===== src/design/nff_pkg.sv =====
package nff_pkg;

   // Default geometry: data width and address width (depth is two to the address width).
   localparam int DEF_DATA_W = 8;
   localparam int DEF_ADDR_W = 4;

   // Extra words held by the look-ahead output pipeline beyond the storage array.
   localparam int LA_EXTRA_WORDS = 2;

   // Extra read cycles before empty clears in look-ahead mode after a first write.
   localparam int LA_EMPTY_LAG = 2;

   // Bit positions of the four handshaking flags in the shared flag vector.
   localparam int HS_W = 4;
   localparam int HS_ACK = 0;
   localparam int HS_OVF = 1;
   localparam int HS_VLD = 2;
   localparam int HS_UNF = 3;

   // Default build options for the handshaking flags: all present, all active high.
   localparam logic [HS_W-1:0] HS_PRESENT_DEF = 4'hf;
   localparam logic [HS_W-1:0] HS_HIGH_DEF = 4'hf;

   // Write-side status flags.
   typedef struct packed {
      logic full;
      logic almost_full;
   } nff_wr_flags_s;

   // Read-side status flags.
   typedef struct packed {
      logic empty;
      logic almost_empty;
   } nff_rd_flags_s;

   // Status values after reset: an empty buffer.
   localparam nff_wr_flags_s WR_FLAGS_RST = '{full: 1'b0, almost_full: 1'b0};
   localparam nff_rd_flags_s RD_FLAGS_RST = '{empty: 1'b1, almost_empty: 1'b1};

endpackage : nff_pkg


===== src/design/nff_store.sv =====
`timescale 1ns/10ps

// Storage array of the buffer: one write port, one combinational read port.
module nff_store #(
   parameter int DATA_W = nff_pkg::DEF_DATA_W,
   parameter int ADDR_W = nff_pkg::DEF_ADDR_W
) (
   // Clock and enable.
   input wire logic clk,
   input wire logic ce,
   // Write port.
   input wire logic wr_go,
   input wire logic [ADDR_W-1:0] wr_addr,
   input wire logic [DATA_W-1:0] wr_data,
   // Read port.
   input wire logic [ADDR_W-1:0] rd_addr,
   output logic [DATA_W-1:0] rd_data
);

   logic [DATA_W-1:0] mem [0:(1<<ADDR_W)-1];

   // The array has no reset, so words never written read as whatever they power up to.
   always_ff @(posedge clk) begin
      if (ce && wr_go) begin
         mem[wr_addr] <= wr_data;
      end
   end

   // The read is combinational; the caller registers the word where timing needs it.
   assign rd_data = mem[rd_addr];

endmodule : nff_store


===== src/design/nff_fifo.sv =====
`timescale 1ns/10ps

module nff_fifo #(
   parameter int DATA_W = nff_pkg::DEF_DATA_W,
   parameter int ADDR_W = nff_pkg::DEF_ADDR_W,
   parameter bit LOOKAHEAD = 1'b0,
   parameter logic [nff_pkg::HS_W-1:0] HS_PRESENT = nff_pkg::HS_PRESENT_DEF,
   parameter logic [nff_pkg::HS_W-1:0] HS_HIGH = nff_pkg::HS_HIGH_DEF
) (
   // Clock, clock enable and reset.
   input wire logic clk,
   input wire logic ce,
   input wire logic rst,
   // Write side.
   input wire logic wr_en,
   input wire logic [DATA_W-1:0] wr_data,
   output logic full,
   output logic almost_full,
   output logic wr_ack,
   output logic overflow,
   // Read side.
   input wire logic rd_en,
   output logic [DATA_W-1:0] rd_data,
   output logic empty,
   output logic almost_empty,
   output logic rd_valid,
   output logic underflow
);

   localparam int DEPTH = 1 << ADDR_W;
   localparam int CNT_W = ADDR_W + 1;
   localparam int TOT_W = ADDR_W + 2;
   localparam logic [CNT_W-1:0] CNT_FULL = CNT_W'(DEPTH);
   localparam logic [CNT_W-1:0] CNT_AFULL = CNT_W'(DEPTH - 1);
   localparam logic [CNT_W-1:0] CNT_ZERO = '0;
   localparam logic [CNT_W-1:0] CNT_ONE = CNT_W'(1);
   localparam logic [TOT_W-1:0] TOT_ONE = TOT_W'(1);

   // Level driven on a handshaking output: inactive when the flag is not built.
   function automatic logic hs_level(input logic present, input logic high, input logic active);
      logic lvl;
      lvl = high ? active : ~active;
      if (!present) begin
         lvl = ~high;
      end
      return lvl;
   endfunction : hs_level

   // Storage pointers, fill count and the status registers.
   logic [ADDR_W-1:0] wr_ptr_r;
   logic [ADDR_W-1:0] rd_ptr_r;
   logic [CNT_W-1:0] cnt_r;
   logic [CNT_W-1:0] cnt_nxt;
   nff_pkg::nff_wr_flags_s wr_flags_r;
   nff_pkg::nff_rd_flags_s core_flags_r;
   nff_pkg::nff_rd_flags_s rd_flags_r;
   nff_pkg::nff_rd_flags_s rd_flags_nxt;

   // Request qualification.
   logic wr_go;
   logic std_rd_go;
   logic core_pop;
   logic [DATA_W-1:0] store_word;

   // Look-ahead output pipeline: a middle slot and the presented slot.
   logic mid_vld_r;
   logic [DATA_W-1:0] mid_data_r;
   logic out_vld_r;
   logic out_vld_nxt;
   logic la_take;
   logic out_adv;
   logic mid_free;
   logic la_pop;
   logic mid_vld_nxt;
   logic [TOT_W-1:0] tot_nxt;

   // Output registers.
   logic [DATA_W-1:0] rd_data_r;
   logic [nff_pkg::HS_W-1:0] hs_raw;
   logic [nff_pkg::HS_W-1:0] hs_r;

   // A write is taken only while a slot is free; full turns it away untouched.
   assign wr_go = wr_en && !wr_flags_r.full;

   // A standard read is taken only while the array holds data.
   assign std_rd_go = !LOOKAHEAD && rd_en && !core_flags_r.empty;

   // Look-ahead handshake: a read takes the presented word, which frees the out slot.
   assign la_take = LOOKAHEAD && rd_en && out_vld_r;
   assign out_adv = !out_vld_r || la_take;
   assign mid_free = !mid_vld_r || out_adv;

   // The array feeds the middle slot first, even when the out slot is free.
   // That fixed path is what costs the two extra cycles before empty clears.
   assign la_pop = LOOKAHEAD && !core_flags_r.empty && mid_free;

   assign core_pop = std_rd_go || la_pop;

   // One driver of the count, so every word written is read out exactly once.
   always_comb begin
      cnt_nxt = cnt_r;
      if (wr_go && !core_pop) begin
         cnt_nxt = cnt_r + CNT_ONE;
      end else if (core_pop && !wr_go) begin
         cnt_nxt = cnt_r - CNT_ONE;
      end
   end

   // Occupancy of the look-ahead pipeline after this edge.
   assign mid_vld_nxt = la_pop || (mid_vld_r && !out_adv);
   assign out_vld_nxt = (mid_vld_r && out_adv) || (out_vld_r && !la_take);
   assign tot_nxt = {1'b0, cnt_nxt} + TOT_W'(mid_vld_nxt) + TOT_W'(out_vld_nxt);

   // Read-side flags seen by the user, per read mode.
   // In standard mode almost-empty stays high while empty, so it matches its value after reset.
   always_comb begin
      if (LOOKAHEAD) begin
         rd_flags_nxt.empty = !out_vld_nxt;
         rd_flags_nxt.almost_empty = (tot_nxt <= TOT_ONE);
      end else begin
         rd_flags_nxt.empty = (cnt_nxt == CNT_ZERO);
         rd_flags_nxt.almost_empty = (cnt_nxt <= CNT_ONE);
      end
   end

   // Handshake events, in the order of the flag vector.
   always_comb begin
      hs_raw = '0;
      hs_raw[nff_pkg::HS_ACK] = wr_go;
      hs_raw[nff_pkg::HS_OVF] = wr_en && wr_flags_r.full;
      if (LOOKAHEAD) begin
         hs_raw[nff_pkg::HS_VLD] = out_vld_nxt;
         hs_raw[nff_pkg::HS_UNF] = rd_en && !out_vld_r;
      end else begin
         hs_raw[nff_pkg::HS_VLD] = std_rd_go;
         hs_raw[nff_pkg::HS_UNF] = rd_en && core_flags_r.empty;
      end
   end

   // The storage array.
   nff_store #(
      .DATA_W(DATA_W),
      .ADDR_W(ADDR_W)
   ) u_store (
      .clk(clk),
      .ce(ce),
      .wr_go(wr_go),
      .wr_addr(wr_ptr_r),
      .wr_data(wr_data),
      .rd_addr(rd_ptr_r),
      .rd_data(store_word)
   );

   // Write pointer advances on each accepted write at the edge that samples it.
   always_ff @(posedge clk or posedge rst) begin
      if (rst) begin
         wr_ptr_r <= '0;
      end else if (ce && wr_go) begin
         wr_ptr_r <= wr_ptr_r + ADDR_W'(1);
      end
   end

   // Read pointer advances only on a taken pop; an underflow leaves it alone.
   always_ff @(posedge clk or posedge rst) begin
      if (rst) begin
         rd_ptr_r <= '0;
      end else if (ce && core_pop) begin
         rd_ptr_r <= rd_ptr_r + ADDR_W'(1);
      end
   end

   // Fill count. With a single clock both pointers live in one domain, so no
   // pointer ever crosses a clock boundary and every flag is built locally.
   always_ff @(posedge clk or posedge rst) begin
      if (rst) begin
         cnt_r <= '0;
      end else if (ce) begin
         cnt_r <= cnt_nxt;
      end
   end

   // Write-side flags follow the count of the array after this edge.
   always_ff @(posedge clk or posedge rst) begin
      if (rst) begin
         wr_flags_r <= nff_pkg::WR_FLAGS_RST;
      end else if (ce) begin
         wr_flags_r.full <= (cnt_nxt == CNT_FULL);
         wr_flags_r.almost_full <= (cnt_nxt == CNT_AFULL);
      end
   end

   // Array-level empty steers the read logic; in standard mode the user sees it too.
   // A taken write and a taken pop together leave the count, and so these flags, unchanged.
   always_ff @(posedge clk or posedge rst) begin
      if (rst) begin
         core_flags_r <= nff_pkg::RD_FLAGS_RST;
      end else if (ce) begin
         core_flags_r.empty <= (cnt_nxt == CNT_ZERO);
         core_flags_r.almost_empty <= (cnt_nxt <= CNT_ONE);
      end
   end

   // User-visible read-side flags.
   always_ff @(posedge clk or posedge rst) begin
      if (rst) begin
         rd_flags_r <= nff_pkg::RD_FLAGS_RST;
      end else if (ce) begin
         rd_flags_r <= rd_flags_nxt;
      end
   end

   // Middle slot of the look-ahead pipeline; unused in standard mode.
   always_ff @(posedge clk or posedge rst) begin
      if (rst) begin
         mid_vld_r <= 1'b0;
         mid_data_r <= '0;
      end else if (ce) begin
         mid_vld_r <= mid_vld_nxt;
         if (la_pop) begin
            mid_data_r <= store_word;
         end
      end
   end

   // Presented slot of the look-ahead pipeline.
   always_ff @(posedge clk or posedge rst) begin
      if (rst) begin
         out_vld_r <= 1'b0;
      end else if (ce) begin
         out_vld_r <= out_vld_nxt;
      end
   end

   // Read word. Standard mode loads on a taken read, one cycle after the request;
   // look-ahead mode loads whenever the middle slot moves forward.
   always_ff @(posedge clk or posedge rst) begin
      if (rst) begin
         rd_data_r <= '0;
      end else if (ce) begin
         if (std_rd_go) begin
            rd_data_r <= store_word;
         end else if (LOOKAHEAD && mid_vld_r && out_adv) begin
            rd_data_r <= mid_data_r;
         end
      end
   end

   // Handshaking flags, one register each, at the polarity chosen when built.
   // Both the write and read flags run on the one clock of this block.
   genvar gi;
   generate
      for (gi = 0; gi < nff_pkg::HS_W; gi = gi + 1) begin : g_hs
         always_ff @(posedge clk or posedge rst) begin
            if (rst) begin
               hs_r[gi] <= ~HS_HIGH[gi];
            end else if (ce) begin
               hs_r[gi] <= hs_level(HS_PRESENT[gi], HS_HIGH[gi], hs_raw[gi]);
            end
         end
      end
   endgenerate

   // Outputs, each taken straight from its register.
   assign full = wr_flags_r.full;
   assign almost_full = wr_flags_r.almost_full;
   assign empty = rd_flags_r.empty;
   assign almost_empty = rd_flags_r.almost_empty;
   assign rd_data = rd_data_r;
   assign wr_ack = hs_r[nff_pkg::HS_ACK];
   assign overflow = hs_r[nff_pkg::HS_OVF];
   assign rd_valid = hs_r[nff_pkg::HS_VLD];
   assign underflow = hs_r[nff_pkg::HS_UNF];

endmodule : nff_fifo


===== config.mk =====
export PLATFORM = sky130hd
export DESIGN_NAME = nff_fifo
export DESIGN_NICKNAME = d
export VERILOG_FILES = /design/src/design/nff_pkg.sv /design/src/design/nff_store.sv /design/src/design/nff_fifo.sv
export SDC_FILE = /design/constraint.sdc
export NUM_CORES = 1
export LEC_CHECK = 0
export BUFFER_PORTS_ARGS = -buffer_cell sky130_fd_sc_hd__buf_4
export CORE_ASPECT_RATIO = 1.25
export CORE_MARGIN = 2
export CORE_UTILIZATION = 40
export DETAILED_ROUTE_END_ITERATION = 16
export SYNTH_ARGS = -nofsm -noshare
export SYNTH_HDL_FRONTEND = slang
export SYNTH_HIERARCHICAL = 1
export SYNTH_SLANG_ARGS = --single-unit

===== constraint.sdc =====
create_clock -name clk -period 4 [get_ports clk]
set_input_delay 0.2 -clock clk [delete_from_list [all_inputs] [get_ports clk]]
set_output_delay 0.2 -clock clk [all_outputs]
set_load 0.02 [all_outputs]

## Word-level counts from Yosys, hierarchy flattened

Memory sizes are Yosys's and may differ from the RTL's. A register that Yosys moved wholly into a read port is not among the register bits.
Index checks and enable logic that the tools add are counted.

- Bits in registers: 21
- Bits in latches: 0
- Memory bits (writable): 128
- ROM bits: 0
- Logic and storage cells: 37
- Memories: 1

Memory list:

| name | depth | width | read ports | clocked after Yosys merged registers in | wr ports | RTL line | RTL |
|---|---|---|---|---|---|---|---|
| u_store.mem | 16 | 8 | 1 | 1 | 1 | nff_store.sv:20 | `logic [DATA_W-1:0] mem [0:(1<<ADDR_W)-1];` |

- $add $sub $neg: 4
- Multipliers: 0
- Div/mod/pow operators: 0
- Order comparisons: 1
- Eq/ne operators: 2
- Shift operators: 0
- Muxes and demuxes: 4
- Bitwise operators: 0
- Reductions and logical operators: 14

Operators with widths:

| cell | number |
|---|---|
| $mux W5 | 2 |
| $add A4 B1 Y4 const B | 2 |
| $logic_and A1 B1 Y1 | 8 |
| $add A5 B1 Y5 const B | 1 |
| $eq A5 B4 Y1 const B | 1 |
| $eq A5 B5 Y1 const B | 1 |
| $le A5 B1 Y1 const B | 1 |
| $logic_not A5 Y1 | 1 |
| $sub A5 B1 Y5 const B | 1 |
| $logic_not A1 Y1 | 4 |
| $mux W1 | 2 |
| $reduce_and A2 Y1 | 1 |

## Depth between registers and ports, before layout

Gate-level depths: netlist of run 1.

- Depth in word-level cells: 7
- Gate-level depth with buffers: 6

## By module

The synthesis of run 1 kept the hierarchy.

Modules (own cells, without submodules):

| module | instances | cells each | area an instance (µm²) | sequential area each (µm²) |
|---|---|---|---|---|
| nff_store | 1 | 222 | 4,992.3 | 3,843.7 |
| nff_fifo | 1 | 129 | 1,448.9 | 728.2 |

## Worst setup path before layout of run 1

OpenSTA, ideal clock, no wires.

- Path kind: register to register
- Start point: register, netlist name full
- End point: memory u_store/mem[0][0] (netlist bit), enable pin
- Data arrival time: 1.751 ns
- Setup slack: 1.865 ns
- Stages on the path, launching flop included: 6
- Path buffers: 0
- Period minus slack after synthesis: 2.135 ns
- Cell sequence: dfrtp_1 > nand2b_4 > inv_2 > nand2_1 > or3_1 > nor3_1

- Word-level cells in the longest chain between the ends: 5

Ends and longest elaborated chain:

| what | RTL line | RTL |
|---|---|---|
| $logic_not A1 Y1 | nff_fifo.sv:83 | `assign wr_go = wr_en && !wr_flags_r.full;` |
| $logic_and A1 B1 Y1 | nff_fifo.sv:83 |  |
| net hs_raw, one bit | nff_fifo.sv:79 | `logic [nff_pkg::HS_W-1:0] hs_raw;` |
| $logic_and A1 B1 Y1 | nff_store.sv:24 | `if (ce && wr_go) begin` |
| $mux W1 | nff_store.sv:24 |  |
| $mux W1 (implied by the code) | nff_store.sv:25 | `mem[wr_addr] <= wr_data;` |
| end, declared | nff_store.sv:20 |  |

The timed path passes the listed nets, and every way through them passes these cells.

==> results of run 1 <==
[where the power goes]
| group | switching (W) | internal, W | total (W) |
|---|---|---|---|
| Combinational | 0.000612 | 0.000652 | 0.00126 |
| Clock | 0.000610 | 0.00106 | 0.00167 |
| Sequential | 0.000297 | 0.00197 | 0.00227 |
[stage by stage]
stage | cell area (um^2) | hold WS (ps) | instances
6_report | 7460 | 67.4 | 612
5_1_grt | 7460 | 73.2 | 612
4_1_cts | 7460 | 54.3 | 612
3_5_place_dp | 6830 | 332 | 579
3_3_place_gp | 6830 | 320 | 579
2_1_floorplan | 6440 | 277 | 351
[per-layer routing]
| layer | GRT usage | wire length, um | up-vias |
|---|---|---|---|
| li1 | - | - | 1488 |
| met1 | 0.209 | 5630 | 1732 |
| met4 | 0.0669 | 350 | 0 |
| met5 | 0 | 0 | - |
| met3 | 0.0462 | 753 | 26 |
| met2 | 0.263 | 6540 | 105 |
[cell families (layout without fill, tap and decap cells)]
kind of cell,Yosys count,in the layout,synth area share
AO/OA/AOI/OAI,38,38,0.0443
multiplexers,43,43,0.139
flip-flops,157,157,0.710
XOR/XNOR,10,10,0.0148
AND/OR/NAND/NOR,72,72,0.0577
adder cells (fa/ha/maj),4,4,0.00777
buffers and inverters,27,76,0.0264
[final timing paths]
kind / start / endpoint / cells after the start
max: rd_ptr_r[0]$_DFFE_PP0P_ / rd_data[2]$_DFFE_PP0P_ / 5
min: rd_en / underflow$_DFFE_PP0P_ / 3
max reg2reg: rd_ptr_r[0]$_DFFE_PP0P_ / rd_data[2]$_DFFE_PP0P_ / 5
min reg2reg: almost_empty$_DFFE_PP1P_ / almost_empty$_DFFE_PP1P_ / 2
max in group asynchronous: rst / almost_empty$_DFFE_PP1P_ / 4
min in group asynchronous: rst / rd_ptr_r[3]$_DFFE_PP0P_ / 4
[layout make-up]
cell class                      instances  area share
Sequential cell                       157       0.613
Multi-Input combinational cell        167       0.229
Clock buffer                           22      0.0609
Tap cell                              212      0.0356
Timing Repair Buffer                   33      0.0336
Clock inverter                         10      0.0218
Inverter                               11     0.00554
[critical path, stage by stage (launching register included)]
cell,delay (ps)
dfrtp_2,850
buf_4,370
mux4_1,580
a22oi_1,210
nand2_1,80
mux2_2,270
[repair_timing]
action	4_1_cts	5_1_grt
setup buffers	0	0
hold buffers	1	0
endpoints found under the hold margin	27	0
resized for setup	0	0
[sequential cells by signal, summed over array words and instances (netlist names)]
signal,flops
cnt_r,5
underflow,1
full,1
overflow,1
almost_empty,1
almost_full,1
u_store/mem,128
wr_ptr_r,4
wr_ack,1
rd_valid,1
empty,1
rd_data,8
rd_ptr_r,4
[cells in the final DEF, fill, tap and decap left out, drive strengths merged, types with 4 or more instances in the layout]
master  count
bufinv      4
buf        32
clkbuf     22
edfxtp    128
nand2b      4
nand2      18
o21ai       8
ha          4
mux2       11
xnor2       8
nor2       17
mux4       32
nor3        5
dfrtp      27
inv        12
or3         5
a22oi      16
nand3      10
clkinv      4
==> flow_summary_export.csv, run 1 <==
group,metric,value,unit
die,initial_core_util,0.410,
final_layout,regArea,4570,um^2
power,powerDensity,698,nW/um^2
yosys,netlist_top_cells_area,"edfxtp_1, dfrtp_1, mux4_2, mux4_1, mux2_2",
yosys,syn_nets,368,
grt,grt_first_pass_wirelength,20500,um
final_layout,diodes,0,
status,status,"finished, final reports clean",
placement,place_hpwl,8100,um
worst_setup_path,crit_arrival,2780,ps
die,rows,51,
final_layout,multi_input_area,1710,um^2
cts,cts_root_buf,"clkbuf_16",
yosys,synth_area,6440,um^2
yosys,synthArstFlopShare,0.185,
power,leakage,2.60,nW
worst_setup_path,worst_setup_path_start_kind,"register",
die,dieArea,17100,um^2
worst_setup_path,r2r_slack,1520,ps
die,core,15700,um^2
yosys,netlist_top_cells_count,"edfxtp_1, dfrtp_1, mux4_2, nand2_1, nor2_1",
cts,clkSinkCount,157,
sta,tns,0,ps
yosys,yosysMostFrequentCell,"edfxtp_1",
final_layout,area_growth,15.8,%
placement,place_ws,1480,ps
yosys,seq_area_frac_synth,0.710,
worst_setup_path,crit_fanout,24,
route,via_per_inst,5.48,
cts,cts_buffers,17,
route,first_iter_violations,215,
sta,rsz0062_at_grt,"no",
job,drv_cap,0,
sta,finClkSkew,7.01,ps
die,die_h,146,um
worst_setup_path,required,4300,ps
power,p_total,0.00520,W
grt,antenna_found_initial,0,
final_layout,final_util,0.475,
sta,worst_slew_pin_slew,1150,ps
route,post_drt_wl_per_cell,21.7,um
cts,path_clk_slew,60,ps
yosys,yosysWarningCount,6,
sta,setup_viol_count_final,0,
power,irDropWorstVdd,0.000316,V
grt,grt_overflow,0,
worst_hold_path,min-delay-path-class,"input port to register",
yosys,ys_types,49,
grt,grt_pass1_vias,3450,
route,drt_wl_total,13300,um
placement,port_buffers,28,
placement,place_congestion,0.820,
yosys,yosys.area.top_type,"edfxtp_1",
sta,fin_crit_sh,0.620,
cts,cts_tree,"built",
sta,drv_slew,0,
sta,fin_crit,2480,ps
final_layout,fillerInstances,1342,
sta,fin_ws,1520,ps
yosys,ys_ff_latch,157,
final_layout,drive_gt1_frac,0.258,
final_layout,finalNetCount,404,
cts,htreeDepth,4,
cts,clk_latency,420,ps
cts,cts_max_path_buffers,2,
die,die_w,118,um
sta,max_freq,403,MHz
sta,hold_viol,0,
route,final_antenna_net_count,0,
route,drtPass1Iterations,4,
grt,grt_use_total,0.163,
die,io_pins,29,
yosys,syn_avg_cell_area,18.4,um^2
yosys,syn_inst,351,
sta,maxSlewHeadroom,0.230,
worst_setup_path,critPathCaptureType,"register",
route,remaining_drc_errors,0,
yosys,synth_top_cell_area_share,0.597,
route,vias,3351,
yosys,synth_edf_count,128,
grt,grt_max_degree,36,
worst_setup_path,crit_type,"register to register",
yosys,synthFlopType,"edfxtp_1",
No activity file was read; power rests on OpenSTA's default activity.
==> run 2: changes to the inputs <==
==> constraint.sdc (replaced) <==
create_clock -name clk -period 2.1 [get_ports clk]
set_input_delay 0.105 -clock clk [delete_from_list [all_inputs] [get_ports clk]]
set_output_delay 0.105 -clock clk [all_outputs]
set_load 0.02 [all_outputs]
==> run 2 against run 1 <==
Net effect: power rose by 90%; highest routed layer unchanged; clock skew rose by 0.75 ps; first-iteration DRC count rose by 23%; final cell count rose by 4.2%.
==> flow_summary_export.csv, run 2 (synthesis gave the netlist of run 1 again) <==
group,metric,value,unit
status,status,"finished, final reports clean",
grt,busiest_layer,"met2",
final_layout,finalNetCount,431,
final_layout,area_growth,18.8,%
grt,gr-usage-met2,0.275,
route,drtPass1Iterations,4,
grt,grtUsageMet1,0.194,
worst_setup_path,critical_path.top_delay_family,"compound AO/OA/AOI/OAI gates",
worst_setup_path,worst-path-buf-inv,1,
sta,fin_crit_sh,0.955,
final_layout,final_common_cell,"edfxtp_1",
placement,place_congestion,0.777,
sta,rsz0062_at_grt,"no",
power,irDropWorstVdd,0.000575,V
worst_setup_path,slowest_delay,430,ps
placement,place_hpwl,8100,um
cts,cts_max_path_buffers,2,
sta,hold_viol,0,
die,dieArea,17100,um^2
die,rows,51,
grt,antenna_found_initial,0,
worst_hold_path,min_from,"wr_data[6]",
cts,path_clk_slew,60,ps
placement,port_buffers,28,
sta,tns,0,ps
grt,grt_pass1_vias,3555,
worst_hold_path,min-delay-path-class,"input port to register",
cts,post_cts_buffers,0,
route,vias,3370,
grt,grt_max_degree,36,
grt,grt_use_total,0.161,
worst_setup_path,reg2reg_depth,6,
route,first_iter_violations,264,
sta,fin_ws,95.0,ps
die,io_pins,29,
route,remaining_drc_errors,0,
sta,max_freq,499,MHz
cts,htreeDepth,4,
sta,worst_slew_pin_slew,430,ps
worst_setup_path,crit_fanout,5,
worst_hold_path,holdPathEnd,"u_store/mem[10][6]$_DFFE_PP_",
die,core,15700,um^2
worst_setup_path,crit_slowest_cell,"dfrtp_1",
final_layout,diodes,0,
worst_setup_path,crit_type,"register to register",
sta,finClkSkew,7.76,ps
worst_setup_path,r2r_slack,100,ps
final_layout,largest_reg_flops,128,
route,final_antenna_net_count,0,
power,p_total,0.00988,W
worst_setup_path,required,2440,ps
grt,grt_first_pass_wirelength,20200,um
die,die_w,118,um
route,drt_wl_total,12900,um
worst_setup_path,crit_arrival,2340,ps
worst_setup_path,r2r_start,"cnt_r[0]$_DFFE_PP0P_",
worst_hold_path,hold_depth,1,
final_layout,fillerInstances,1334,
worst_setup_path,reg2reg_to,"empty$_DFFE_PP1P_",
cts,clk_latency,420,ps
grt,met3_usage,0.0419,
worst_setup_path,worst_setup_path_start_kind,"register",
cts,cts_buffers,17,
sta,maxSlewHeadroom,0.713,
route,via_per_inst,5.28,
die,die_h,146,um
sta,drv_slew,0,
job,drv_cap,0,
grt,grt_overflow,0,
worst_setup_path,critPathCaptureType,"register",
sta,setup_viol_count_final,0,
cts,clkSinkCount,157,
power,powerDensity,1290,nW/um^2
route,post_drt_wl_per_cell,20.1,um
cts,cts_tree,"built",
final_layout,drive_gt1_frac,0.277,
power,leakage,2.73,nW
cts,cts_root_buf,"clkbuf_16",
final_layout,layout_common_cells,"edfxtp_1, buf_4, dfrtp_1",
placement,place_ws,66.4,ps
die,initial_core_util,0.410,
sta,fin_crit,2000,ps
final_layout,final_util,0.488,
worst_setup_path,path_cells,"inv_1 > ha_1 > or3_1 > o211a_2 > a221o_1 > o31ai_2",
final_layout,largest-register,"u_store/mem",
==> run 2: how the worst max path moves through the flow <==
stage | from | to | slack (ps) | cells after the start
after global routing | rd_ptr_r[0]$_DFFE_PP0P_ | rd_data[2]$_DFFE_PP0P_ | 10 | 5
after CTS | rd_ptr_r[0]$_DFFE_PP0P_ | rd_data[2]$_DFFE_PP0P_ | 60 | 5
after detailed placement | rd_ptr_r[0]$_DFFE_PP0P_ | rd_data[2]$_DFFE_PP0P_ | 70 | 5
after floorplan | full$_DFFE_PP0P_ | u_store/mem[8][0]$_DFFE_PP_ | 190 | 4
final | cnt_r[0]$_DFFE_PP0P_ | empty$_DFFE_PP1P_ | 100 | 6
after global placement | rd_ptr_r[0]$_DFFE_PP0P_ | rd_data[2]$_DFFE_PP0P_ | 90 | 5
==> run 2: report_power, final <==
group | switching, W | internal (W)
Sequential | 0.000328 | 0.00376
Clock | 0.00110 | 0.00183
Combinational | 0.00146 | 0.00141
Total | 0.00289 | 0.00700
==> run 2: layer usage <==
layer | share of wire | vias to the layer above | routed length (um)
met5 | 0 | - | 0
met4 | 0.024 | 0 | 304
met3 | 0.033 | 17 | 419
met2 | 0.52 | 70 | 6680
met1 | 0.42 | 1752 | 5450
li1 | - | 1531 | -
==> run 2: through the flow <==
stage | hold WS (ps) | area, um^2 | std cells
finish | 12.2 | 7650 | 638
floorplan | 182 | 6450 | 351
CTS | 1.49 | 7650 | 638
detailed placement | 223 | 7010 | 599
global placement | 226 | 7010 | 599
global route | 5.71 | 7650 | 638
==> run 2: final cells by class <==
cell class | count | area [um^2] | share of cell area
Clock inverter | 11 | 125 | 0.0163
Sequential cell | 157 | 4570 | 0.598
Clock buffer | 20 | 437 | 0.0571
Inverter | 11 | 41.3 | 0.00539
Timing Repair Buffer | 60 | 508 | 0.0664
Tap cell | 212 | 265 | 0.0347
Multi-Input combinational cell | 167 | 1700 | 0.223
==> run 2: repair_timing <==
action / 4_1_cts / 5_1_grt
hold buffers: 8 / 0
endpoints found under the hold margin: 101 / 0
resized for setup: 0 / 0
